## config.mk

```make
export PLATFORM = sky130hd
export DESIGN_NAME = rcf_recorder
export DESIGN_NICKNAME = d
export VERILOG_FILES = /design/src/rcf_pkg.sv /design/src/rcf_event_irq.sv /design/src/rcf_recorder.sv /design/src/rcf_stack_guard.sv
export SDC_FILE = /design/constraint.sdc
export NUM_CORES = 1
export LEC_CHECK = 0
export BUFFER_PORTS_ARGS = -buffer_cell sky130_fd_sc_hd__buf_4
export CORE_MARGIN = 1
export CORE_UTILIZATION = 50
export DETAILED_ROUTE_END_ITERATION = 12
export HOLD_SLACK_MARGIN = 0.08
export PLACE_DENSITY = 0.76
export SLEW_MARGIN = 20
export SYNTH_ARGS = -nofsm -noshare
export SYNTH_HDL_FRONTEND = slang
export SYNTH_HIERARCHICAL = 1
export SYNTH_SLANG_ARGS = --single-unit
```

## constraint.sdc

```tcl
create_clock -name mclk_i -period 1.7 [get_ports mclk_i]
set_input_delay 0.085 -clock mclk_i [delete_from_list [all_inputs] [get_ports mclk_i]]
set_output_delay 0.085 -clock mclk_i [all_outputs]
set_load 0.05 [all_outputs]
```

## src/rcf_pkg.sv

```systemverilog
// constants and types shared by the reset cause flag recorder
package rcf_pkg;

    // ==========================================================
    // register bus
    localparam int         ADDR_W        = 4;
    localparam int         DATA_W        = 8;
    localparam logic [3:0] STATUS_OFS    = 4'h0;
    localparam logic [3:0] PCON0_OFS     = 4'h1;
    localparam logic [3:0] PCON1_OFS     = 4'h2;
    localparam logic [3:0] IRQ_STAT_OFS  = 4'h3;
    localparam logic [3:0] IRQ_EN_OFS    = 4'h4;
    localparam logic [3:0] IRQ_CLR_OFS   = 4'h5;

    // ==========================================================
    // field positions
    localparam int STATUS_TO_BIT  = 4;
    localparam int STATUS_PD_BIT  = 3;
    localparam int PCON0_OVF_BIT  = 7;
    localparam int PCON0_UNF_BIT  = 6;
    localparam int PCON0_WDT_BIT  = 4;
    localparam int PCON0_CLR_BIT  = 3;
    localparam int PCON0_RI_BIT   = 2;
    localparam int PCON0_POR_BIT  = 1;
    localparam int PCON0_BOR_BIT  = 0;
    localparam int PCON1_MEMORY_VIOLATION_FLAG_BIT = 1;

    // ==========================================================
    // interrupt event positions
    localparam int NUM_EVENTS   = 8;
    localparam int EV_BROWNOUT  = 0;
    localparam int EV_WDT_RESET = 1;
    localparam int EV_WDT_WAKE  = 2;
    localparam int EV_INT_WAKE  = 3;
    localparam int EV_EXT_CLEAR = 4;
    localparam int EV_RESET_INS = 5;
    localparam int EV_STACK     = 6;
    localparam int EV_MEM_VIOL  = 7;

    // ==========================================================
    // stack and flag state
    localparam int STACK_LEVELS = 16;

    typedef struct packed {
        logic stack_overflow_flag;
        logic stack_underflow_flag;
        logic watchdog_reset_flag;
        logic ext_clear_reset_flag;
        logic reset_instr_flag;
        logic power_on_flag;
        logic brownout_flag;
        logic timeout_flag;
        logic power_down_flag;
        logic memory_violation_flag;
    } rcf_flags_type;

    // power-on values; brownout flag is undefined there, held at 0
    localparam rcf_flags_type FLAGS_POR = 10'h0e7;

endpackage : rcf_pkg

```

## src/rcf_event_irq.sv

```systemverilog
// sticky event status with enable mask and write-one-to-clear
`timescale 1ns/1ps
module rcf_event_irq #(
    parameter int N = 8
) (
    input  wire logic         mclk_i,
    input  wire logic         rst_n_i,
    input  wire logic [N-1:0] event_i,
    input  wire logic         clr_wr_i,
    input  wire logic         en_wr_i,
    input  wire logic [N-1:0] wdata_i,
    output logic      [N-1:0] status_o,
    output logic      [N-1:0] enable_o,
    output logic              irq_o
);
    typedef struct packed {
        logic [N-1:0] status;
        logic [N-1:0] enable;
    } rcf_irq_type;

    rcf_irq_type st_reg;
    rcf_irq_type st_next;

    always_comb begin
        st_next = st_reg;
        if (clr_wr_i) begin
            st_next.status = st_reg.status & ~wdata_i;
        end
        // a new event beats a clear in the same cycle
        st_next.status = st_next.status | event_i;
        if (en_wr_i) begin
            st_next.enable = wdata_i;
        end
    end

    always_ff @(posedge mclk_i or negedge rst_n_i) begin
        if (!rst_n_i) begin
            st_reg <= '0;
        end else begin
            st_reg <= st_next;
        end
    end

    assign status_o = st_reg.status;
    assign enable_o = st_reg.enable;
    assign irq_o    = |(st_reg.status & st_reg.enable);

endmodule : rcf_event_irq

```

## src/rcf_recorder.sv

```systemverilog
// reset cause flag recorder with stack fault reset and register port
//
// Functional notes
// every reset source updates cause flags so software can identify it
// push past level sixteen with stack reset enabled resets and sets overflow
// pop below level one with stack reset enabled resets and sets underflow
// power-on and brown-out load their fixed flag patterns
// timeout flag reads 1 after power-on reset
// power-down flag reads 1 after power-on reset
// watchdog reset clears watchdog and timeout; watchdog wake clears timeout, power-down
// interrupt wake sets timeout, clears power-down, others kept
// external clear while running clears its flag, sets memory violation flag
// external clear in sleep clears its flag, sets timeout, clears power-down
// stack faults set, reset instruction and memory violation clear own flag
// flags stay until another reset or wake event or a software write
`timescale 1ns/1ps
module rcf_recorder
    import rcf_pkg::*;
#(
    parameter int LEVELS = rcf_pkg::STACK_LEVELS
) (
    input  wire logic                      mclk_i,
    input  wire logic                      rst_n_i,
    input  wire logic [rcf_pkg::ADDR_W-1:0] addr_i,
    input  wire logic [rcf_pkg::DATA_W-1:0] wdata_i,
    input  wire logic                      wr_i,
    input  wire logic                      rd_i,
    output logic      [rcf_pkg::DATA_W-1:0] rdata_o,
    input  wire logic                      stack_reset_enable_i,
    input  wire logic                      push_i,
    input  wire logic                      pop_i,
    input  wire logic                      brownout_i,
    input  wire logic                      wdt_timeout_i,
    input  wire logic                      wdt_wake_i,
    input  wire logic                      int_wake_i,
    input  wire logic                      ext_clear_i,
    input  wire logic                      sleeping_i,
    input  wire logic                      reset_instr_i,
    input  wire logic                      mem_violation_i,
    output logic                           core_reset_o,
    output logic                           timeout_flag_o,
    output logic                           power_down_flag_o,
    output logic                           irq_o
);
    import rcf_pkg::*;

    localparam int DW = $clog2(LEVELS + 1);

    typedef struct packed {
        rcf_flags_type       flags;
        logic                core_reset;
        logic [DATA_W-1:0]   rdata;
    } rcf_state_type;

    rcf_state_type st_reg;
    rcf_state_type st_next;

    logic [DW-1:0]         depth;
    logic                  ovf_seen;
    logic                  unf_seen;
    logic                  ovf_rst;
    logic                  unf_rst;
    logic [NUM_EVENTS-1:0] events;
    logic [NUM_EVENTS-1:0] irq_status;
    logic [NUM_EVENTS-1:0] irq_enable;
    logic                  any_reset;

    // ==========================================================
    // stack guard
    rcf_stack_guard #(
        .LEVELS (LEVELS),
        .DW     (DW)
    ) u_stack (
        .mclk_i      (mclk_i),
        .rst_n_i     (rst_n_i),
        .push_i      (push_i),
        .pop_i       (pop_i),
        .clear_i     (st_reg.core_reset),
        .depth_o     (depth),
        .overflow_o  (ovf_seen),
        .underflow_o (unf_seen)
    );

    // gated overflow reset
    assign ovf_rst = ovf_seen && stack_reset_enable_i;
    // gated underflow reset
    assign unf_rst = unf_seen && stack_reset_enable_i;

    // any reset source resets the core; the two wake sources do not
    assign any_reset = brownout_i || wdt_timeout_i || ext_clear_i || reset_instr_i
                     || mem_violation_i || ovf_rst || unf_rst;

    // ==========================================================
    // event interrupts
    always_comb begin
        events               = '0;
        events[EV_BROWNOUT]  = brownout_i;
        events[EV_WDT_RESET] = wdt_timeout_i;
        events[EV_WDT_WAKE]  = wdt_wake_i;
        events[EV_INT_WAKE]  = int_wake_i;
        events[EV_EXT_CLEAR] = ext_clear_i;
        events[EV_RESET_INS] = reset_instr_i;
        events[EV_STACK]     = ovf_rst || unf_rst;
        events[EV_MEM_VIOL]  = mem_violation_i;
    end

    rcf_event_irq #(
        .N (NUM_EVENTS)
    ) u_irq (
        .mclk_i   (mclk_i),
        .rst_n_i  (rst_n_i),
        .event_i  (events),
        .clr_wr_i (wr_i && (addr_i == IRQ_CLR_OFS)),
        .en_wr_i  (wr_i && (addr_i == IRQ_EN_OFS)),
        .wdata_i  (wdata_i),
        .status_o (irq_status),
        .enable_o (irq_enable),
        .irq_o    (irq_o)
    );

    // ==========================================================
    // flag update, register port
    always_comb begin
        // flags sticky by default
        st_next            = st_reg;
        st_next.core_reset = any_reset;
        st_next.rdata      = '0;

        // software write first so any hardware event this cycle wins
        if (wr_i) begin
            if (addr_i == PCON0_OFS) begin
                st_next.flags.stack_overflow_flag  = wdata_i[PCON0_OVF_BIT];
                st_next.flags.stack_underflow_flag = wdata_i[PCON0_UNF_BIT];
                st_next.flags.watchdog_reset_flag  = wdata_i[PCON0_WDT_BIT];
                st_next.flags.ext_clear_reset_flag = wdata_i[PCON0_CLR_BIT];
                st_next.flags.reset_instr_flag     = wdata_i[PCON0_RI_BIT];
                st_next.flags.power_on_flag        = wdata_i[PCON0_POR_BIT];
                st_next.flags.brownout_flag        = wdata_i[PCON0_BOR_BIT];
            end else if (addr_i == PCON1_OFS) begin
                st_next.flags.memory_violation_flag = wdata_i[PCON1_MEMORY_VIOLATION_FLAG_BIT];
            end
        end

        // single-flag sources
        if (reset_instr_i) begin
            st_next.flags.reset_instr_flag = 1'b0;
        end
        if (mem_violation_i) begin
            st_next.flags.memory_violation_flag = 1'b0;
        end
        // overflow flag set
        if (ovf_rst) begin
            st_next.flags.stack_overflow_flag = 1'b1;
        end
        // underflow flag set
        if (unf_rst) begin
            st_next.flags.stack_underflow_flag = 1'b1;
        end
        // watchdog reset and wake
        if (wdt_timeout_i) begin
            st_next.flags.watchdog_reset_flag = 1'b0;
            st_next.flags.timeout_flag        = 1'b0;
        end
        if (wdt_wake_i) begin
            st_next.flags.timeout_flag    = 1'b0;
            st_next.flags.power_down_flag = 1'b0;
        end
        // interrupt wake
        if (int_wake_i) begin
            st_next.flags.timeout_flag    = 1'b1;
            st_next.flags.power_down_flag = 1'b0;
        end
        if (ext_clear_i) begin
            st_next.flags.ext_clear_reset_flag = 1'b0;
            if (sleeping_i) begin
                // external clear in sleep
                st_next.flags.timeout_flag    = 1'b1;
                st_next.flags.power_down_flag = 1'b0;
            end else begin
                // external clear while running
                st_next.flags.memory_violation_flag = 1'b1;
            end
        end
        // brown-out pattern dominates everything else
        if (brownout_i) begin
            st_next.flags.stack_overflow_flag  = 1'b0;
            st_next.flags.stack_underflow_flag = 1'b0;
            st_next.flags.ext_clear_reset_flag = 1'b1;
            st_next.flags.reset_instr_flag     = 1'b1;
            st_next.flags.brownout_flag        = 1'b0;
            st_next.flags.timeout_flag         = 1'b1;
            st_next.flags.power_down_flag      = 1'b1;
        end

        // read data stand one cycle after the strobe only
        if (rd_i) begin
            if (addr_i == STATUS_OFS) begin
                st_next.rdata[STATUS_TO_BIT] = st_reg.flags.timeout_flag;
                st_next.rdata[STATUS_PD_BIT] = st_reg.flags.power_down_flag;
            end else if (addr_i == PCON0_OFS) begin
                st_next.rdata[PCON0_OVF_BIT] = st_reg.flags.stack_overflow_flag;
                st_next.rdata[PCON0_UNF_BIT] = st_reg.flags.stack_underflow_flag;
                st_next.rdata[PCON0_WDT_BIT] = st_reg.flags.watchdog_reset_flag;
                st_next.rdata[PCON0_CLR_BIT] = st_reg.flags.ext_clear_reset_flag;
                st_next.rdata[PCON0_RI_BIT]  = st_reg.flags.reset_instr_flag;
                st_next.rdata[PCON0_POR_BIT] = st_reg.flags.power_on_flag;
                st_next.rdata[PCON0_BOR_BIT] = st_reg.flags.brownout_flag;
            end else if (addr_i == PCON1_OFS) begin
                st_next.rdata[PCON1_MEMORY_VIOLATION_FLAG_BIT] = st_reg.flags.memory_violation_flag;
            end else if (addr_i == IRQ_STAT_OFS) begin
                st_next.rdata = irq_status;
            end else if (addr_i == IRQ_EN_OFS) begin
                st_next.rdata = irq_enable;
            end
        end
    end

    // power-on pattern is the reset value
    always_ff @(posedge mclk_i or negedge rst_n_i) begin
        if (!rst_n_i) begin
            st_reg       <= '0;
            st_reg.flags <= FLAGS_POR;
        end else begin
            st_reg <= st_next;
        end
    end

    assign rdata_o           = st_reg.rdata;
    assign core_reset_o      = st_reg.core_reset;
    assign timeout_flag_o    = st_reg.flags.timeout_flag;
    assign power_down_flag_o = st_reg.flags.power_down_flag;

    logic quiet;
    assign quiet = !any_reset && !wdt_wake_i && !int_wake_i && !wr_i;
endmodule : rcf_recorder

```

## src/rcf_stack_guard.sv

```systemverilog
// stack depth tracker that flags pushes past the top and pops past the bottom
`timescale 1ns/1ps
module rcf_stack_guard #(
    parameter int LEVELS = 16,
    parameter int DW     = $clog2(LEVELS + 1)
) (
    input  wire logic          mclk_i,
    input  wire logic          rst_n_i,
    input  wire logic          push_i,
    input  wire logic          pop_i,
    input  wire logic          clear_i,
    output logic      [DW-1:0] depth_o,
    output logic               overflow_o,
    output logic               underflow_o
);
    typedef struct packed {
        logic [DW-1:0] depth;
        logic          ovf;
        logic          unf;
    } rcf_guard_type;

    rcf_guard_type st_reg;
    rcf_guard_type st_next;

    localparam logic [DW-1:0] FULL = DW'(LEVELS);

    always_comb begin
        st_next     = st_reg;
        st_next.ovf = 1'b0;
        st_next.unf = 1'b0;
        // push and pop together leave the depth as it is
        if (clear_i) begin
            st_next.depth = '0;
        end else if (push_i && !pop_i) begin
            if (st_reg.depth == FULL) begin
                st_next.ovf = 1'b1;
            end else begin
                st_next.depth = st_reg.depth + 1'b1;
            end
        end else if (pop_i && !push_i) begin
            if (st_reg.depth == '0) begin
                st_next.unf = 1'b1;
            end else begin
                st_next.depth = st_reg.depth - 1'b1;
            end
        end
    end

    always_ff @(posedge mclk_i or negedge rst_n_i) begin
        if (!rst_n_i) begin
            st_reg <= '0;
        end else begin
            st_reg <= st_next;
        end
    end

    assign depth_o     = st_reg.depth;
    assign overflow_o  = st_reg.ovf;
    assign underflow_o = st_reg.unf;

endmodule : rcf_stack_guard

```

# Word-level counts from Yosys, hierarchy flattened
# Index checks and enable logic that the tools add are counted.
[totals]
ff_bits = 42
in_bits = 27
output_inout_bits = 12
elab_cells = 114
[op_classes]
add_sub_neg = 2
n_eq_ne = 8
muxes = 44
bitwise_logic = 4
reduce_logical = 39
[ops]
columns = ["cell", "count"]
rows = [
  ["$mux W8", 4],
  ["$mux W5", 6],
  ["$reduce_bool A3 Y1", 9],
  ["$mux W1", 19],
  ["$and A8 B8 Y8", 2],
  ["$mux W2", 8],
  ["$mux W7", 2],
  ["$reduce_and A2 Y1", 7],
  ["$mux W3", 4],
  ["$eq A4 B2 Y1 const B", 2],
  ["$eq A4 B3 Y1 const B", 2],
  ["$not A8 Y8", 1],
  ["$or A8 B8 Y8", 1],
  ["$reduce_bool A2 Y1", 4],
  ["$reduce_or A8 Y1", 1],
  ["$logic_or A1 B1 Y1", 7],
  ["$logic_and A1 B1 Y1", 6],
  ["$mux W6", 1],
  ["$add A5 B1 Y5 const B", 1],
  ["$eq A5 B5 Y1 const B", 1],
  ["$logic_not A5 Y1", 1],
  ["$sub A5 B1 Y5 const B", 1],
  ["$eq A4 B1 Y1 const B", 1],
  ["$logic_not A4 Y1", 1],
  ["other kinds (4)", 5],
]

# Logic depth before layout (Yosys ltp)
[logic_depth]
ltp_word = 8
mapped_depth = 6
depth_no_buf = 6

# Cells and area by module
# The synthesis kept the hierarchy.
[modules_own_cells]
columns = ["mod", "n_inst", "cells_per_inst", "area_each_um2", "seq_area_each_um2"]
rows = [
  ["rcf_recorder", 1, 105, 1047.3, 483.0],
  ["rcf_event_irq", 1, 47, 663.1, 400.4],
  ["rcf_stack_guard", 1, 42, 464.2, 175.2],
]

# Least setup slack after synthesis
# No wires, ideal clock.
[synth_path]
path_type = "reg2reg"
start = "reg u_stack.st_reg (netlist bit u_stack/depth_o[0])"
end = "reg u_stack.st_reg (netlist bit u_stack/depth_o[4])"
setup_time_ns = 0.078
arrival_time_ns = 1.588
required_time_ns = 1.622
slack_ns = 0.034
stages_incl_launch_ff = 6
path_buffers = 0
synth_period_minus_slack_ns = 1.666
cell_sequence = "dfrtp_1 fa_1 a21o_1 a21oi_1 mux4_2 nor2_1"
[synth_between]
elab_chain_cells = 5
word_cells_on_any_way = 12
classes_between = "add/sub (2); eq/ne (3); mux (5); reduce/logical (2)"
[synth_rtl]
columns = ["item", "line_no", "rtl"]
rows = [
  ["start: declaration", "rcf_stack_guard.sv:22", "rcf_guard_type st_reg;"],
  ["start signal: assignment", "rcf_stack_guard.sv:53", "st_reg <= st_next;"],
  ["$sub A5 B1 Y5", "rcf_stack_guard.sv:44", "st_next.depth = st_reg.depth - 1'b1;"],
  ["$mux W5", "rcf_stack_guard.sv:41", "if (st_reg.depth == '0) begin"],
  ["$mux W5", "rcf_stack_guard.sv:40", "end else if (pop_i && !push_i) begin"],
  ["$mux W5", "rcf_stack_guard.sv:34", "end else if (push_i && !pop_i) begin"],
  ["$mux W5", "rcf_stack_guard.sv:32", "if (clear_i) begin"],
]
# Several ways; a longest one is shown, not always the timed one. The select of a mux whose other input is x is not followed.
# A chain may end at the register's enable or synchronous reset.

# Worst setup path in the final report
[layout_path]
start = "reg u_stack.st_reg (netlist bit u_stack/depth_o[1])"
end = "reg u_stack.st_reg (netlist bit u_stack/depth_o[4])"
# Same word-level chain as after synthesis.

==> key figures <==
Yosys
  • Yosys Warn Count: 6
  • Synth Area in XOR/XNOR: 1.611%
  • Largest family of logic cells by synthesized area: compound AO/OA/AOI/OAI gates
  • EDFF count, synth: 0
  • Syn Inst Count: 194
  • Avg Cell Area, Syn: 11.21 um^2
  • Post-synth top flop: dfrtp_1
  • Simple-gate share of the synthesized area: 14.50%
  • Compound-Gate Fraction of Synth Area: 15.36%
  • Synth async-reset ratio: 100.0%
  • Register area share after synthesis: 48.68%
  • Net Count, Synth: 226
  • Cell area after synthesis: 2175 um^2
  • Synth unique cells: 46
  • Synth Area in Adders: 3.222%
  • Mux contribution to synthesized area: 11.28%
  • FF+latch count, synth: 42

Detailed routing
  • Iter 0 DRT Violations: 94
  • # DRC: 0
  • Detail Route Antenna Nets: 0
  • Vias: 1,679
  • Total routed wirelength: 4636 um
  • DR WL/cell: 15.30 um
  • Drt pass-1 iters: 4
  • Drt via density: 5.541

Timing
  • Final Critical Period: 1.600 ns
  • Slew headroom: 65.47%
  • Fmax: 625.2 MHz
  • Final hold vios: 0
  • Setup Viol. Count Final: 0
  • Slew Limit Fails: 0
  • Final setup margin: 0.1004 ns
  • RSZ-0062 raised after global routing: no
  • Period utilisation layout: 94.09%
  • Slew @ Worst Pin: 0.5179 ns
  • Clock Skew: 0.005890 ns
  • Setup TNS: 0 ns

Global routing
  • Gr ovfl total: 0
  • Vias in the first global route: 1,708
  • Global Route Usage Sum: 23.97%
  • Number of antenna violations at the first check in global routing: 0
  • Largest net degree at the start of global routing: 43
  • Global-route wire length before repair: 7990 um

Place
  • Setup WS pre-CTS: 0.03197 ns
  • DP HPWL: 3290 um
  • RD Place Congestion: 0.8380
  • IO Port Bufs: 38

Hold path
  • Hold crit path type: primary input to flip-flop

Die
  • I/O pin cnt: 39
  • Starting Density: 53.21%
  • CORE AREA: 4086 um^2
  • Die W: 67.95 um
  • Die Y: 67.95 um
  • Die area: 4617 um^2
  • Row count: 23

CTS
  • Total CTS buffers: 5
  • Clock slew at reported path FFs: 0.08 ns
  • CTS H-tree depth: 2
  • Clk root buf: clkbuf_8
  • Max Root-Sink Buffers: 2
  • Sink Count: 42
  • TritonCTS clock tree: yes
  • Skew-Pair Late Insertion Delay: 0.29 ns

Critical path
  • WP data required: 1.88 ns
  • WP data arrival: 1.78 ns
  • Crit Path Class: flip-flop to flip-flop
  • CP max FO: 4
  • Critical Path End Type: flip-flop
  • Setup crit start kind: flip-flop

Power
  • PwrDens: 796.6 nW/um^2
  • Leakage Power: 0.001274 uW
  • Peak VDD IR: 0.5434 mV

Finish
  • Layout area overhead: 27.85%
  • Most common cell after layout, fill and taps aside: buf_4
  • Antenna diode count: 0
  • Fraction of layout cells with a size suffix above 1: 30.04%
  • Net count, final: 284
  • Most frequent cells in the layout: buf_4, dfrtp_1, dlygate4sd3_1

Outcome
  • Status: complete, no violations

Flow run
  • MaxCap Viol Count: 0
==> final timing paths <==
path / startpoint / end / slack (ns) / cells after the start
worst min-delay path: addr_i[3] / rdata_o[4] / 0.1 / 4
worst min register to register: st_reg[13] / st_reg[13] / 0.50 / 1
worst max-delay path: u_stack/depth_o[1] / u_stack/depth_o[4] / 0.10 / 5
worst max register to register: u_stack/depth_o[1] / u_stack/depth_o[4] / 0.10 / 5
min in group asynchronous: rst_n_i / u_irq/status_o[3] / 0.30 / 2
max in group asynchronous: rst_n_i / st_reg[14] / 1.02 / 2
==> cell type report <==
class / count / area (um^2)
Clock inverter: 2 / 12.51
Multi-Input combinational cell: 133 / 1008
Inverter: 6 / 22.52
Tap cell: 50 / 62.56
Clock buffer: 6 / 82.58
Sequential cell: 42 / 1059
Timing Repair Buffer: 64 / 533.0
Fill cell: 322 / 1306
==> critical path, stage by stage (launching register included) <==
cell	delay, ns
dfrtp_1	0.40
buf_4	0.16
or4_1	0.58
nand2_1	0.08
mux4_2	0.23
nor2_2	0.03
==> kinds of logic (layout without fill, tap and decap cells) <==
logic type,count (synthesis),count (layout)
AND/OR/NAND/NOR,58,58
AO/OA/AOI/OAI,47,47
flip-flops,42,42
multiplexers,19,19
buffers and inverters,19,78
adder cells (fa/ha/maj),5,5
XOR/XNOR,4,4
==> per-stage QoR <==
step,hold slack [ns],cell area (um^2),utilization (%),cells,power [uW]
floorplan,-0.2106,2175,-,194,1378
global placement,0.09983,2466,60.35,274,1511
detailed placement,0.1023,2466,60.35,274,1520
CTS,0.09685,2771,67.82,303,2228
global route,0.09435,2780,68.03,303,2327
finish,0.09781,2780,68.03,303,2215
==> per-layer routing <==
layer | global-route usage [%] | up-vias | share of wire (%)
met2 | 39.22 | 42 | 49
li1 | - | 807 | -
met1 | 30.77 | 824 | 45
met5 | 0 | - | 0
met3 | 5.000 | 6 | 4.0
met4 | 9.635 | 0 | 1.7
==> timing repair <==
item	in CTS	in global routing
setup endpoints to repair	0	1
hold buffers	21	0
gates resized for setup	0	3
setup buffers	0	0
hold endpoints to repair	64	0
==> synth_stat cells (2+ instances only) <==
cell,n,area share (%)
a211oi_1,2,0.69
a21o_1,9,3.1
a21oi_1,9,2.1
a22o_1,8,3.2
a22oi_1,6,2.1
buf_2,3,0.69
buf_4,9,3.1
dfrtp_1,36,41
dfstp_2,6,7.2
ha_1,4,2.3
inv_1,6,1.0
mux2_4,8,5.5
mux2i_1,8,3.7
nand2_1,16,2.8
nand2b_1,5,1.4
nand3_1,2,0.46
nand4_1,3,0.86
nor2_1,12,2.1
nor2b_1,5,1.4
nor3_1,2,0.46
nor4_1,2,0.58
o21ai_0,2,0.46
o21ai_1,2,0.46
o21bai_1,2,0.69
o22ai_1,2,0.58
or4_1,2,0.69
xnor2_1,4,1.6
==> power breakdown <==
part	internal, uW	total (uW)	switching, uW
Combinational	217	408	191
Sequential	1080	1130	55.2
Clock	327	674	348
Total	1620	2210	594
No activity file was read; power rests on OpenSTA's default activity.
